`config.mk`:
```
export PLATFORM = sky130hd
export DESIGN_NAME = ards_datapath
export DESIGN_NICKNAME = d
export VERILOG_FILES = /design/src/shared/ards_pkg.sv /design/src/verilog/ards_datapath.sv
export SDC_FILE = /design/constraint.sdc
export NUM_CORES = 1
export LEC_CHECK = 0
export BUFFER_PORTS_ARGS = -buffer_cell sky130_fd_sc_hd__buf_2
export CAP_MARGIN = 5
export CORE_MARGIN = 5
export CORE_UTILIZATION = 40
export CTS_BUF_LIST = sky130_fd_sc_hd__clkbuf_8
export DETAILED_ROUTE_END_ITERATION = 16
export GPL_ROUTABILITY_DRIVEN = 0
export SLEW_MARGIN = 15
export SYNTH_ARGS = -nofsm -noshare
export SYNTH_HDL_FRONTEND = slang
export SYNTH_SLANG_ARGS = --single-unit
export TNS_END_PERCENT = 10
```
`constraint.sdc`:
```
create_clock -name sys_clk_i -period 6.3 [get_ports sys_clk_i]
set_clock_uncertainty 0.2 [all_clocks]
set_input_delay 0.945 -clock sys_clk_i [delete_from_list [all_inputs] [get_ports sys_clk_i]]
set_output_delay 0.945 -clock sys_clk_i [all_outputs]
set_load 0.005 [all_outputs]
```
`src/shared/ards_pkg.sv`:
```
package ards_pkg;

    // widths
    localparam int DATA_W  = 16;
    localparam int WIDE_W  = 20;
    localparam int RF_N    = 32;
    localparam int RF_AW   = 5;
    localparam int ALU_OPW = 5;
    localparam int SPC_W   = 4;
    localparam int BSRC_W  = 2;
    localparam int SH_W    = 2;

    // register file: locations 0..15 are 16-bit data, 16..31 are 20-bit address
    localparam logic [RF_AW-1:0] RF_DATA_R1   = 5'h01;
    localparam logic [RF_AW-1:0] RF_ADDR_BASE = 5'h10;
    localparam logic [RF_AW-1:0] RF_KEY_LOC   = 5'h0e;

    // processor key register fields (bit 0 is msb in documented numbering)
    localparam int KEY_RING_LSB  = 13;
    localparam int KEY_ID_LSB    = 6;
    localparam int KEY_LEVEL_LSB = 0;
    localparam logic [15:0] KEY_FIXED_MASK = 16'h9c00;
    localparam logic [5:0]  LEVEL_HIGHEST  = 6'h00;
    localparam logic [5:0]  LEVEL_LOWEST   = 6'h3f;

    // special-control write micro-ops
    typedef enum logic [SPC_W-1:0] {
        SPC_NONE          = 4'h0,
        SPC_LOW_FIELD     = 4'h1,
        SPC_UPPER_NIBBLE  = 4'h2,
        SPC_PORTA_TO_BUS  = 4'h3,
        SPC_ALU_DIRECT    = 4'h4,
        SPC_BYTE_SWAP     = 4'h5,
        SPC_SHIFT_LEFT    = 4'h6,
        SPC_SHIFT_RIGHT   = 4'h7,
        SPC_SHIFT_RIGHT_F = 4'h8
    } ards_spc_e;

    // alu control field codes
    typedef enum logic [ALU_OPW-1:0] {
        ALU_AND    = 5'h00,
        ALU_OR     = 5'h01,
        ALU_XOR    = 5'h02,
        ALU_NOTB   = 5'h03,
        ALU_NOTA   = 5'h04,
        ALU_ADD    = 5'h05,
        ALU_SUB    = 5'h06,
        ALU_ADD_P1 = 5'h07,
        ALU_SUB_M1 = 5'h08,
        ALU_A_P1   = 5'h09,
        ALU_A_M1   = 5'h0a,
        ALU_PASS_A = 5'h0b,
        ALU_PASS_B = 5'h0c,
        ALU_ZERO   = 5'h0d,
        ALU_ONES   = 5'h0e,
        ALU_ZSUB   = 5'h0f
    } ards_alu_e;

    typedef enum logic [BSRC_W-1:0] {
        BSRC_G      = 2'h0,
        BSRC_Q16    = 2'h1,
        BSRC_Q8     = 2'h2,
        BSRC_Q7     = 2'h3
    } ards_bsrc_e;

    typedef enum logic [SH_W-1:0] {
        SHIFT_OP_MIDDLE_NONE   = 2'h0,
        SHIFT_OP_MIDDLE_FIRST  = 2'h1,
        SHIFT_OP_MIDDLE_MIDDLE = 2'h2,
        SHIFT_OP_MIDDLE_FINAL  = 2'h3
    } ards_shift_op_middle_e;

    // software shift type codes from functional register bits 8-11
    localparam logic [3:0] SH_SINGLE_OPEN_LEFT    = 4'h0;
    localparam logic [3:0] SH_SINGLE_CLOSED_LEFT  = 4'h1;
    localparam logic [3:0] SH_SINGLE_ARITH_LEFT   = 4'h2;
    localparam logic [3:0] SH_DOUBLE_CLOSED_LEFT  = 4'h3;
    localparam logic [3:0] SH_SINGLE_OPEN_RIGHT   = 4'h4;
    localparam logic [3:0] SH_SINGLE_CLOSED_RIGHT = 4'h5;
    localparam logic [3:0] SH_SINGLE_ARITH_RIGHT  = 4'h6;
    localparam logic [3:0] SH_DOUBLE_CLOSED_RIGHT = 4'h7;
    localparam logic [3:0] SH_DOUBLE_OPEN_LEFT    = 4'h8;
    localparam logic [3:0] SH_DOUBLE_OPEN_LEFT16  = 4'h9;
    localparam logic [3:0] SH_DOUBLE_ARITH_LEFT   = 4'ha;
    localparam logic [3:0] SH_DOUBLE_ARITH_LEFT16 = 4'hb;
    localparam logic [3:0] SH_DOUBLE_OPEN_RIGHT   = 4'hc;
    localparam logic [3:0] SH_DOUBLE_OPEN_RIGHT16 = 4'hd;
    localparam logic [3:0] SH_DOUBLE_ARITH_RIGHT  = 4'he;
    localparam logic [3:0] SH_DOUBLE_ARITH_RIGHT16 = 4'hf;

    // microword fields used by this datapath
    typedef struct packed {
        logic                   regfile_load_bit;
        logic [RF_AW-1:0]       rf_addr;
        logic                   rf_addr_from_f;
        ards_spc_e              spc;
        ards_alu_e              alu_op;
        logic                   a_zero;
        ards_bsrc_e             b_src;
        logic                   b_zero;
        logic                   bus_other_src;
        logic                   load_q;
        logic                   load_g;
        logic                   load_f;
        ards_shift_op_middle_e             shift_op_middle;
    } ards_uword_s;

    typedef struct packed {
        logic                   c16;
        logic                   v16;
        logic                   c20;
        logic                   v20;
    } ards_flags_s;

    typedef struct packed {
        logic [1:0]             ring;
        logic                   privileged;
        logic [3:0]             proc_id;
        logic [5:0]             level;
        logic                   level_highest;
        logic                   level_lowest;
    } ards_key_s;

    typedef struct packed {
        logic [3:0]             shift_type;
        logic                   is_double;
        logic                   is_right;
        logic                   is_arith;
        logic                   is_closed;
        logic                   over15;
        logic [4:0]             count;
        logic                   count_from_r1;
        logic [2:0]             odd_reg;
        logic [2:0]             even_reg;
    } ards_shdec_s;

endpackage

```
`src/verilog/ards_datapath.sv`:
```
//Contract
// - load bit clear leaves file unchanged
// - upper nibble op writes extension from bus
// - byte swap write, extension gets bus 12-15; the code loads bus 0-3 into it
// - shift ops write shifted alu, fill op
// - no special op writes all bits
// - direct alu ops write unshifted alu
// - seven data registers, location zero instruction
// - seven base registers plus panel base
// - key register field layout
// - ring 00,01 user; 10,11 privileged
// - level zero highest, 63 lowest
// - carry and overflow at 16 and 20
// - 16-bit a-port operand sign-extended
// - a-port zero operand select
// - b-port g, zero, q fields sign-extended
// - alu drives bus by default
// - direct or one-bit shifted file path
// - flags captured for next cycle
// - logic, arithmetic, increments, constant outputs
// - shift codes 0-7 decode
// - shift codes 8-e decode
// - 16-bit paths combine into 32-bit
// - code f double arith right
// - count field chosen by bit 8
// - zero count takes register one
//
// Decided for this implementation: the register offsets and strobed register access.
`timescale 1ns/10ps
module ards_datapath (
    input  wire logic                       sys_clk_i,
    input  wire logic                       rst_n_i,
    input  wire ards_pkg::ards_uword_s      uword_i,
    input  wire logic [ards_pkg::WIDE_W-1:0] bus_in_i,
    input  wire logic                       shift_fill_i,
    input  wire logic                       reg_wr_i,
    input  wire logic                       reg_rd_i,
    input  wire logic [1:0]                 reg_addr_i,
    input  wire logic [15:0]                reg_wdata_i,
    output logic [15:0]                     reg_rdata_o,
    output logic [ards_pkg::WIDE_W-1:0]     internal_bus_o,
    output logic [ards_pkg::WIDE_W-1:0]     alu_out_o,
    output ards_pkg::ards_flags_s           flags_o,
    output ards_pkg::ards_key_s             key_o,
    output ards_pkg::ards_shdec_s           shdec_o
);
    import ards_pkg::*;

    localparam logic [1:0] REG_FUNC  = 2'h0;
    localparam logic [1:0] REG_KEY   = 2'h1;
    localparam logic [1:0] REG_FLAGS = 2'h2;
    localparam logic [1:0] REG_Q     = 2'h3;

    typedef struct packed {
        logic [WIDE_W-1:0]      g;
        logic [DATA_W-1:0]      q;
        logic [DATA_W-1:0]      func;
        ards_flags_s            flags;
        logic [15:0]            rdata;
        logic [WIDE_W-1:0]      bus;
    } ards_state_s;

    ////////////////////////////////////////////////////////////////////////
    // reset release
    logic rst_s1_q;
    logic rst_s2_q;
    always_ff @(posedge sys_clk_i or negedge rst_n_i) begin
        if (!rst_n_i) begin
            rst_s1_q <= 1'b0;
            rst_s2_q <= 1'b0;
        end else begin
            rst_s1_q <= 1'b1;
            rst_s2_q <= rst_s1_q;
        end
    end

    ////////////////////////////////////////////////////////////////////////
    // register file: low 16 locations 16-bit, high 16 locations 20-bit
    logic [DATA_W-1:0]   rf_lo_q [RF_N];
    logic [3:0]          rf_ext_q [RF_N];
    ards_state_s         st_q;
    ards_state_s         st_d;

    logic [RF_AW-1:0]    rf_sel;
    logic                sel_wide;
    logic [WIDE_W-1:0]   port_a_raw;
    logic [WIDE_W-1:0]   op_a;
    logic [WIDE_W-1:0]   op_b;
    logic [WIDE_W:0]     sum;
    logic [DATA_W:0]     sum16;
    logic [WIDE_W-1:0]   alu;
    logic [WIDE_W-1:0]   shifted;
    logic [WIDE_W-1:0]   wr_val;
    logic                wr_lo;
    logic                wr_ext;
    logic                swap;
    logic                c16;
    logic                c20;
    logic                cin;
    logic [WIDE_W-1:0]   bsub;

    // register address from microword or functional register bits 1-3
    assign rf_sel   = uword_i.rf_addr_from_f ? {2'b00, st_q.func[14:12]} : uword_i.rf_addr;
    assign sel_wide = rf_sel[4];
    assign port_a_raw = sel_wide ? {rf_ext_q[rf_sel], rf_lo_q[rf_sel]}
                                 : {{4{rf_lo_q[rf_sel][15]}}, rf_lo_q[rf_sel]};
    assign op_a = (uword_i.a_zero || uword_i.alu_op == ALU_ZSUB) ? '0 : port_a_raw;

    always_comb begin
        case (uword_i.b_src)
            BSRC_G:   op_b = st_q.g;
            BSRC_Q16: op_b = {{4{st_q.q[15]}}, st_q.q};
            BSRC_Q8:  op_b = {{12{st_q.q[7]}}, st_q.q[7:0]};
            default:  op_b = {{13{st_q.q[6]}}, st_q.q[6:0]};
        endcase
        if (uword_i.b_zero) begin
            op_b = '0;
        end
    end

    ////////////////////////////////////////////////////////////////////////
    // alu
    always_comb begin
        bsub = op_b;
        cin  = 1'b0;
        case (uword_i.alu_op)
            ALU_ADD:    begin bsub = op_b;  cin = 1'b0; end
            ALU_SUB:    begin bsub = ~op_b; cin = 1'b1; end
            ALU_ZSUB:   begin bsub = ~op_b; cin = 1'b1; end
            ALU_ADD_P1: begin bsub = op_b;  cin = 1'b1; end
            ALU_SUB_M1: begin bsub = ~op_b; cin = 1'b0; end
            ALU_A_P1:   begin bsub = '0;    cin = 1'b1; end
            ALU_A_M1:   begin bsub = '1;    cin = 1'b0; end
            default:    begin bsub = op_b;  cin = 1'b0; end
        endcase
        sum = {1'b0, op_a} + {1'b0, bsub} + {{WIDE_W{1'b0}}, cin};
        sum16 = {1'b0, op_a[15:0]} + {1'b0, bsub[15:0]} + {16'h0000, cin};
        c16 = sum16[DATA_W];
        c20 = sum[WIDE_W];
        case (uword_i.alu_op)
            ALU_AND:    alu = op_a & op_b;
            ALU_OR:     alu = op_a | op_b;
            ALU_XOR:    alu = op_a ^ op_b;
            ALU_NOTB:   alu = ~op_b;
            ALU_NOTA:   alu = ~op_a;
            ALU_PASS_A: alu = op_a;
            ALU_PASS_B: alu = op_b;
            ALU_ZERO:   alu = '0;
            ALU_ONES:   alu = '1;
            default:    alu = sum[WIDE_W-1:0];
        endcase
    end

    ////////////////////////////////////////////////////////////////////////
    // register file write selection
    always_comb begin
        case (uword_i.spc)
            SPC_SHIFT_LEFT:    shifted = {alu[WIDE_W-2:0], shift_fill_i};
            SPC_SHIFT_RIGHT:   shifted = {shift_fill_i, alu[WIDE_W-1:1]};
            SPC_SHIFT_RIGHT_F: shifted = {alu[16], alu[WIDE_W-1:1]};
            default:           shifted = alu;
        endcase
        // 16-bit registers shift at bit 15; wide ones shift over all 20
        if (!sel_wide && uword_i.spc == SPC_SHIFT_RIGHT) begin
            shifted[15] = shift_fill_i;
        end
        if (!sel_wide && uword_i.spc == SPC_SHIFT_RIGHT_F) begin
            shifted[15] = alu[15];
        end
        swap   = 1'b0;
        wr_lo  = uword_i.regfile_load_bit;
        wr_ext = uword_i.regfile_load_bit && sel_wide;
        wr_val = st_q.bus;
        case (uword_i.spc)
            SPC_LOW_FIELD: begin
                wr_ext = 1'b0;
                wr_val = bus_in_i;
            end
            SPC_UPPER_NIBBLE: begin
                wr_lo  = 1'b0;
                wr_val = {bus_in_i[3:0], 16'h0000};
            end
            SPC_PORTA_TO_BUS, SPC_ALU_DIRECT: begin
                wr_val = alu;
            end
            SPC_BYTE_SWAP: begin
                swap   = 1'b1;
                wr_val = {bus_in_i[3:0], bus_in_i[7:0], bus_in_i[15:8]};
            end
            SPC_SHIFT_LEFT, SPC_SHIFT_RIGHT, SPC_SHIFT_RIGHT_F: begin
                wr_val = shifted;
            end
            default: begin
                wr_val = internal_bus_o;
            end
        endcase
        if (!swap && uword_i.spc == SPC_NONE) begin
            wr_val = internal_bus_o;
        end
    end

    // writes land at the clock edge ending the microcycle
    always_ff @(posedge sys_clk_i) begin
        if (wr_lo) begin
            rf_lo_q[rf_sel] <= wr_val[15:0];
        end
        if (wr_ext) begin
            rf_ext_q[rf_sel] <= wr_val[19:16];
        end
    end

    ////////////////////////////////////////////////////////////////////////
    // bus, temporaries, registers
    assign internal_bus_o = uword_i.bus_other_src ? bus_in_i : alu;

    always_comb begin
        st_d       = st_q;
        st_d.bus   = internal_bus_o;
        st_d.flags.c16 = c16;
        st_d.flags.c20 = c20;
        st_d.flags.v16 = (op_a[15] == bsub[15]) && (sum[15] != op_a[15]);
        st_d.flags.v20 = (op_a[19] == bsub[19]) && (sum[19] != op_a[19]);
        if (uword_i.load_g) begin
            st_d.g = internal_bus_o;
        end
        if (uword_i.shift_op_middle != SHIFT_OP_MIDDLE_NONE) begin
            // q extends the file-path shift to form 32-bit shifts
            st_d.q = shdec_o.is_right ? {alu[0], st_q.q[15:1]}
                                      : {st_q.q[14:0], shift_fill_i};
        end else if (uword_i.load_q) begin
            st_d.q = internal_bus_o[15:0];
        end
        if (uword_i.load_f) begin
            st_d.func = internal_bus_o[15:0];
        end
        st_d.rdata = 16'h0000;
        if (reg_wr_i && reg_addr_i == REG_FUNC) begin
            st_d.func = reg_wdata_i;
        end
        if (reg_rd_i) begin
            if (reg_addr_i == REG_FUNC) begin
                st_d.rdata = st_q.func;
            end else if (reg_addr_i == REG_KEY) begin
                st_d.rdata = rf_lo_q[RF_KEY_LOC] & ~KEY_FIXED_MASK;
            end else if (reg_addr_i == REG_FLAGS) begin
                st_d.rdata = {12'h000, st_q.flags};
            end else begin
                st_d.rdata = st_q.q;
            end
        end
    end

    always_ff @(posedge sys_clk_i or negedge rst_s2_q) begin
        if (!rst_s2_q) begin
            st_q <= '0;
        end else begin
            st_q <= st_d;
        end
    end

    assign reg_rdata_o = st_q.rdata;
    assign flags_o     = st_q.flags;
    assign alu_out_o   = alu;

    ////////////////////////////////////////////////////////////////////////
    // key register decode
    logic [15:0] key_raw;
    assign key_raw = rf_lo_q[RF_KEY_LOC];
    always_comb begin
        key_o.ring          = key_raw[KEY_RING_LSB +: 2];
        key_o.privileged    = key_o.ring[1];
        key_o.proc_id       = key_raw[KEY_ID_LSB +: 4];
        key_o.level         = key_raw[KEY_LEVEL_LSB +: 6];
        key_o.level_highest = key_o.level == LEVEL_HIGHEST;
        key_o.level_lowest  = key_o.level == LEVEL_LOWEST;
    end

    ////////////////////////////////////////////////////////////////////////
    // software shift decode from functional register
    logic [3:0] sh_code;
    logic [4:0] cnt_field;
    assign sh_code   = {st_q.func[7], st_q.func[6], st_q.func[5], st_q.func[4]};
    assign cnt_field = st_q.func[7] ? st_q.func[4:0] : {1'b0, st_q.func[3:0]};
    always_comb begin
        shdec_o.shift_type = sh_code;
        shdec_o.is_double  = sh_code[3] || sh_code[1:0] == 2'b11;
        shdec_o.is_right   = sh_code[3] ? sh_code[2] : sh_code[2];
        shdec_o.is_arith   = sh_code[3] ? sh_code[1] : sh_code[1:0] == 2'b10;
        shdec_o.is_closed  = !sh_code[3] && sh_code[0];
        shdec_o.over15     = sh_code[3] && sh_code[0];
        shdec_o.count_from_r1 = cnt_field == 5'h00;
        shdec_o.count      = (cnt_field == 5'h00) ? rf_lo_q[RF_DATA_R1][4:0] : cnt_field;
        shdec_o.odd_reg    = st_q.func[14:12];
        shdec_o.even_reg   = {st_q.func[14:13], 1'b0};
    end

endmodule

```
==> results.sh, run 1 <==
export IMPL_status="complete, but fails checks"
export IMPL_violations="setup timing"
export IMPL_critPathMaxStageDelay_ns=0.50
export IMPL_tightest_slew_ns=1.049
export IMPL_synthArstFlopShare_pct=11.38
export IMPL_clk_pin_slew_ns=0.06
export IMPL_synth_fp_nets=2607
export IMPL_die_area_um2=85240
export IMPL_globalRouteOverflowTotal=0
export IMPL_viasPerCell=5.859
export IMPL_holdWs_ns=0.1625
export IMPL_area_growth_synth_to_final_pct=20.86
export IMPL_drtPass1Iterations=9
export IMPL_grt_pass1_vias=23170
export IMPL_final_common_cell="edfxtp_1"
export IMPL_endpoint_kind="primary output"
export IMPL_crit_arrival_ns=5.63
export IMPL_rsz0062_at_grt="yes"
export IMPL_p_int_mw=8.445
export IMPL_clockRootBuffer="clkbuf_8"
export IMPL_worstSetupPathType="flop to primary output"
export IMPL_cp_slowest_cell="dfrtp_2"
export IMPL_drcViolationCount=0
export IMPL_cts_tree="yes"
export IMPL_postLayoutCoreUtil_pct=48.73
export IMPL_synth_seq_area_share_pct=60.21
export IMPL_p_sw_mw=3.953
export IMPL_die_h_um=292.0
export IMPL_hpwlAfterDp_um=76500
export IMPL_cap_violations=0
export IMPL_insertion_delay_ns=0.73
export IMPL_via_count=23646
export IMPL_cts_buffers_inserted=107
export IMPL_fmax_mhz=147.6
export IMPL_ant_nets=0
export IMPL_ys_warn_count=0
export IMPL_synth_cell_types=91
export IMPL_p_clk_share_pct=29.1
export IMPL_drtIter0Drc=2454
export IMPL_seq_power_share_pct=42.3
export IMPL_ir_worst_vdd_v=0.0001842
export IMPL_total_power_mw=12.40
export IMPL_critical_path_startpoint_type="flop"
export IMPL_synth_top_area_share_pct=54.39
export IMPL_leakage_nw=14.77
export IMPL_io_buffer_count=163
export IMPL_wire_per_inst_um=26.84
export IMPL_min_period_ns=6.777
export IMPL_synth_edf_count=576
export IMPL_setup_viol=28
export IMPL_synthFlopType="edfxtp_1"
export IMPL_avgSynthCellArea_um2=12.84
export IMPL_final_cell_mix="576 x edfxtp_1, 318 x buf_4, 276 x nand2_1"
export IMPL_slew_viol_final=0
export IMPL_cp_cell_sequence="mux2_8 -> bufbuf_16 -> buf_4 -> nand2_1 -> nand3_1 -> a21oi_2 -> buf_4 -> nor4_4 -> fa_2 -> fa_2 -> a211oi_4 -> o211ai_1 -> a221oi_2 -> buf_4 -> a21oi_2 -> or4_1 -> o211ai_1 -> o2111ai_2 -> mux2i_1 -> buf_4 -> inv_1 -> buf_2"
export IMPL_crit_path_frequent_cell="buf_4"
export IMPL_switching_share_pct=31.88
export IMPL_relSlewSlack_pct=29.54
export IMPL_io_pins=165
export IMPL_cp_num_buf_inv=7
export IMPL_hold_viol_final=0
export IMPL_initial_core_util_pct=40.32
export IMPL_p_per_area_nw_per_um2=322.5
export IMPL_antenna_found_initial=7
export IMPL_yosys_register_bits=650
export IMPL_path_delay_family="compound AO/OA/AOI/OAI gates"
export IMPL_die_w_um=292.0
export IMPL_h_tree_depth=3
export IMPL_fillCellCount=6932
export IMPL_path_max_fanout=6
export IMPL_clockBufferDepth=3
export IMPL_min_path_type="flop to flop"
export IMPL_nets=3027
export IMPL_cp_required_ns=5.15
export IMPL_wirelength_um=108300
export IMPL_synth_area_leaders="edfxtp_1 54%, dfrtp_1 5.8%, mux2i_1 4.9%"
export IMPL_synth_area_um2=31800
export IMPL_coreArea_um2=78870
export IMPL_final_cell_area_um2=38440
export IMPL_place_area_um2=35880
export IMPL_power_frac_comb_pct=28.6
export IMPL_synthCells=2477
export IMPL_grt_pass1_wl_um=157200
export IMPL_groute_usage_overall_pct=24.48
export IMPL_yosys_area_top_type="edfxtp_1"
export IMPL_grt_start_max_net_pins=73
export IMPL_clock_sinks=650
export IMPL_setup_ws_ns=-0.4771
export IMPL_rows=103
export IMPL_drive_above_1_share_pct=28.93
export IMPL_fin_crit_sh_pct=107.6
-- synth_stat cells, types with 21 or more instances --
cell type and n:
and2_1 28, nor2_1 167, dfrtp_1 74, buf_4 73, mux2i_1 157, ha_1 59, nor3_1 30, edfxtp_1 576
clkbuf_1 100, buf_2 21, mux4_2 68, inv_1 74, a22oi_1 45, a21oi_1 108, nor2b_1 32, o22ai_1 22
o21ai_0 98, nand3_1 88, nand2_1 276, mux2_2 33
-- layer usage --
layer	track usage, %	vias to the layer above	wire, um
met5	0	-	0
met4	10.10	0	5123
met3	4.761	267	9880
met2	40.01	1427	51140
met1	32.26	11807	42200
li1	-	10145	-
-- what timing repair did --
item | in CTS | in global routing
endpoints found under the hold margin | 2 | 0
gates cloned | 2 | 0
pin swaps | 7 | 19
buffers inserted | 8 | 5
hold buffers | 1 | 0
gates resized for setup | 38 | 37
endpoints found under the setup margin | 29 | 31
-- path summary, 6_finish.rpt --
check,start,to,slack (ns),cells after the start
max in group asynchronous,rst_s2_q$_DFF_PN0_,shdec_o[1]$_DFFE_PN0P_,4.89,0
max reg2reg,shdec_o[3]$_DFFE_PN0P_,rf_lo_q[13][15]$_DFFE_PP_,0.45,22
min,rst_s1_q$_DFF_PN0_,rst_s2_q$_DFF_PN0_,0.16,0
max,shdec_o[3]$_DFFE_PN0P_,internal_bus_o[16],-0.48,22
min in group asynchronous,rst_s2_q$_DFF_PN0_,st_q[71]$_DFFE_PN0P_,0.29,0
min reg2reg,rst_s1_q$_DFF_PN0_,rst_s2_q$_DFF_PN0_,0.16,0
-- power groups by stage --
stage	registers, mW	clock network, mW	logic (mW)
2_1_floorplan	5.25	0	1.78
3_3_place_gp	5.31	0	3.30
3_5_place_dp	5.32	0	3.35
4_1_cts	5.23	3.67	3.45
5_1_grt	5.25	3.88	3.74
6_report	5.24	3.61	3.55
-- cell families (layout without fill, tap and decap cells) --
kind of cell	Yosys count	after routing	synth area share (%)
adder cells (fa/ha/maj)	61	61	2.447
flip-flops	650	650	60.21
AO/OA/AOI/OAI	463	463	9.757
XOR/XNOR	19	19	0.5233
multiplexers	264	265	11.31
buffers and inverters	291	796	4.800
other	2	5	0.02362
AND/OR/NAND/NOR	727	727	10.93
-- cell type report --
| type | count | area (um^2) | share of cell area [%] |
|---|---|---|---|
| timing repair buffer | 526 | 4040 | 10.51 |
| inverter | 75 | 284.0 | 0.7389 |
| antenna | 3 | 7.507 | 0.01953 |
| tap | 1050 | 1314 | 3.418 |
| clock inverter | 80 | 495.5 | 1.289 |
| sequential | 650 | 19150 | 49.83 |
| clock buffer | 115 | 1583 | 4.118 |
| multi-input combinational | 1537 | 11560 | 30.07 |
-- metrics by stage --
| stage | instances | worst slack [ns] | TNS, ns |
|---|---|---|---|
| 6_report | 4036 | -0.4771 | -6.892 |
| 5_1_grt | 4035 | -0.7216 | -11.87 |
| 3_3_place_gp | 3823 | -0.4779 | -15.39 |
| 3_5_place_dp | 3823 | -0.4873 | -24.98 |
| 4_1_cts | 4029 | -0.4910 | -7.000 |
| 2_1_floorplan | 2477 | -0.09410 | -2.767 |
-- registers in the layout (all words and copies together) (netlist names) --
register     count
rf_lo_q        512
rf_ext_q        64
st_q            45
reg_rdata_o     16
shdec_o          7
flags_o          4
rst_s1_q         1
rst_s2_q         1
Note: power is estimated with default switching activity, not from simulation.
==> run 2: changes to the inputs <==
Settings changed: CTS_BUF_LIST sky130_fd_sc_hd__clkbuf_8 to sky130_fd_sc_hd__clkbuf_4 sky130_fd_sc_hd__clkbuf_8 sky130_fd_sc_hd__clkbuf_16.
==> results.sh, run 2 (synthesis results as in run 1) <==
export IMPL_clockRootBuffer="clkbuf_16"
export IMPL_ir_worst_vdd_v=0.0002335
export IMPL_wire_per_inst_um=27.43
export IMPL_relSlewSlack_pct=14.62
export IMPL_rows=103
export IMPL_post_place_ws_ns=-0.4873
export IMPL_drtIter0Drc=2558
export IMPL_rsz0062_at_grt="yes"
export IMPL_largest_reg_flops=512
export IMPL_largestRegisters="rf_lo_q (512), rf_ext_q (64), st_q (45)"
export IMPL_final_cells=3972
export IMPL_fillCellCount=6883
export IMPL_clockBufferDepth=3
export IMPL_cp_required_ns=5.15
export IMPL_setup_viol=26
export IMPL_cts_tree="yes"
export IMPL_hold_viol_final=0
export IMPL_fin_crit_sh_pct=105.5
export IMPL_violations="setup timing"
export IMPL_io_buffer_count=163
export IMPL_cap_violations=0
export IMPL_status="complete, but fails checks"
export IMPL_clk_pin_slew_ns=0.06
export IMPL_holdWs_ns=0.1622
export IMPL_grt_pass1_vias=22955
export IMPL_die_area_um2=85240
export IMPL_cts_buffers_inserted=70
export IMPL_globalRouteOverflowTotal=0
export IMPL_min_path_type="flop to flop"
export IMPL_setup_ws_ns=-0.3469
export IMPL_min_period_ns=6.647
export IMPL_antenna_found_initial=5
export IMPL_insertion_delay_ns=0.61
export IMPL_total_power_mw=12.97
export IMPL_diodes=0
export IMPL_ant_nets=0
export IMPL_drcViolationCount=0
export IMPL_groute_usage_overall_pct=24.51
export IMPL_final_common_cell="edfxtp_1"
export IMPL_die_h_um=292.0
export IMPL_min_from="rst_s1_q$_DFF_PN0_"
export IMPL_r2r_start="shdec_o[3]$_DFFE_PN0P_"
export IMPL_path_max_fanout=7
export IMPL_worstSetupPathType="flop to primary output"
export IMPL_dp_cells=3823
export IMPL_crit_start="shdec_o[3]$_DFFE_PN0P_"
export IMPL_die_w_um=292.0
export IMPL_final_seq_area_um2=19150
export IMPL_tightest_slew_ns=1.269
export IMPL_grt_start_max_net_pins=73
export IMPL_leakage_nw=14.81
export IMPL_coreArea_um2=78870
export IMPL_crit_arrival_ns=5.50
export IMPL_final_cell_mix="576 x edfxtp_1, 322 x buf_4, 276 x nand2_1"
export IMPL_grt_pass1_wl_um=157000
export IMPL_wirelength_um=108900
export IMPL_nets=3002
export IMPL_initial_core_util_pct=40.32
export IMPL_critical_path_startpoint_type="flop"
export IMPL_p_per_area_nw_per_um2=333.1
export IMPL_via_count=23522
export IMPL_area_growth_synth_to_final_pct=22.40
export IMPL_drtPass1Iterations=6
export IMPL_slew_viol_final=0
export IMPL_drive_above_1_share_pct=29.57
export IMPL_top_register="rf_lo_q"
export IMPL_viasPerCell=5.922
export IMPL_clock_sinks=650
export IMPL_endpoint_kind="primary output"
export IMPL_multiInputGateArea_um2=11640
export IMPL_hpwlAfterDp_um=76500
export IMPL_fmax_mhz=150.4
export IMPL_io_pins=165
export IMPL_h_tree_depth=3
run 2: changes by cell type in the layout (fill, tap and decap cells not counted), sizes merged:
cell	before	now
buf	524	534
bufinv	5	6
clkbuf	115	87
clkinv	35	24
clkinvlp	1	5
diode	3	0
inv	114	77
run 2: worst paths after layout:
| kind | to | slack, ns | cells after the start |
|---|---|---|---|
| setup / recovery | internal_bus_o[16] | -0.35 | 21 |
| hold / removal | rst_s2_q$_DFF_PN0_ | 0.16 | 0 |
| setup reg to reg | rf_lo_q[7][12]$_DFFE_PP_ | 0.47 | 24 |
| hold reg to reg | rst_s2_q$_DFF_PN0_ | 0.16 | 0 |
| max in group asynchronous | shdec_o[1]$_DFFE_PN0P_ | 4.89 | 0 |
| min in group asynchronous | st_q[65]$_DFFE_PN0P_ | 0.31 | 0 |
run 2: worst max-delay path: stages, from the launching register on:
cell,delay [ns]
dfrtp_2,0.49
mux2_8,0.40
buf_12,0.16
buf_16,0.14
buf_4,0.14
buf_4,0.12
mux2i_1,0.11
mux2i_1,0.16
buf_4,0.15
o22ai_1,0.16
nor4_4,0.53
ha_1,0.33
a21oi_1,0.34
nor3b_2,0.30
a21oi_2,0.09
or4_1,0.40
o211ai_1,0.13
o2111ai_2,0.19
mux2i_1,0.19
buf_4,0.16
inv_1,0.04
buf_2,0.12
run 2: area by class of cell:
cell class	count	share of cell area (%)
Inverter	75	0.7296
Sequential cell	650	49.21
Timing Repair Buffer	538	10.93
Clock inverter	37	0.9900
Multi-Input combinational cell	1537	29.91
Tap cell	1050	3.375
Clock buffer	85	4.866
run 2: timing repair:
item / 4_1_cts / 5_1_grt
hold buffers: 1 / 0
pin swaps: 15 / 9
setup buffers: 15 / 6
resized for setup: 60 / 31
cloned: 3 / 2
endpoints found under the setup margin: 26 / 29
hold endpoints to repair: 2 / 0
run 2: layer usage:
layer	routed length, um	vias up	global-route usage (%)
met5	0	-	0
met4	5046	0	9.524
met3	8940	272	4.138
met2	52400	1342	40.72
met1	42550	11827	32.39
li1	-	10081	-
run 2: report_power, final:
group          leakage, nW  total [mW]  internal [mW]  switching, mW
clock                 1.11        4.09           2.40           1.69
sequential            6.10        5.24           5.06          0.175
combinational         7.60        3.64           1.54           2.10
run 2: stage by stage:
| stage | TNS [ns] | instance area, um^2 | util, % |
|---|---|---|---|
| 2_1_floorplan | -2.767 | 31840 | - |
| 3_3_place_gp | -15.39 | 35880 | 45.49 |
| 3_5_place_dp | -24.98 | 35880 | 45.49 |
| 4_1_cts | -3.676 | 38640 | 48.99 |
| 5_1_grt | -9.014 | 38930 | 49.35 |
| 6_report | -4.423 | 38930 | 49.35 |
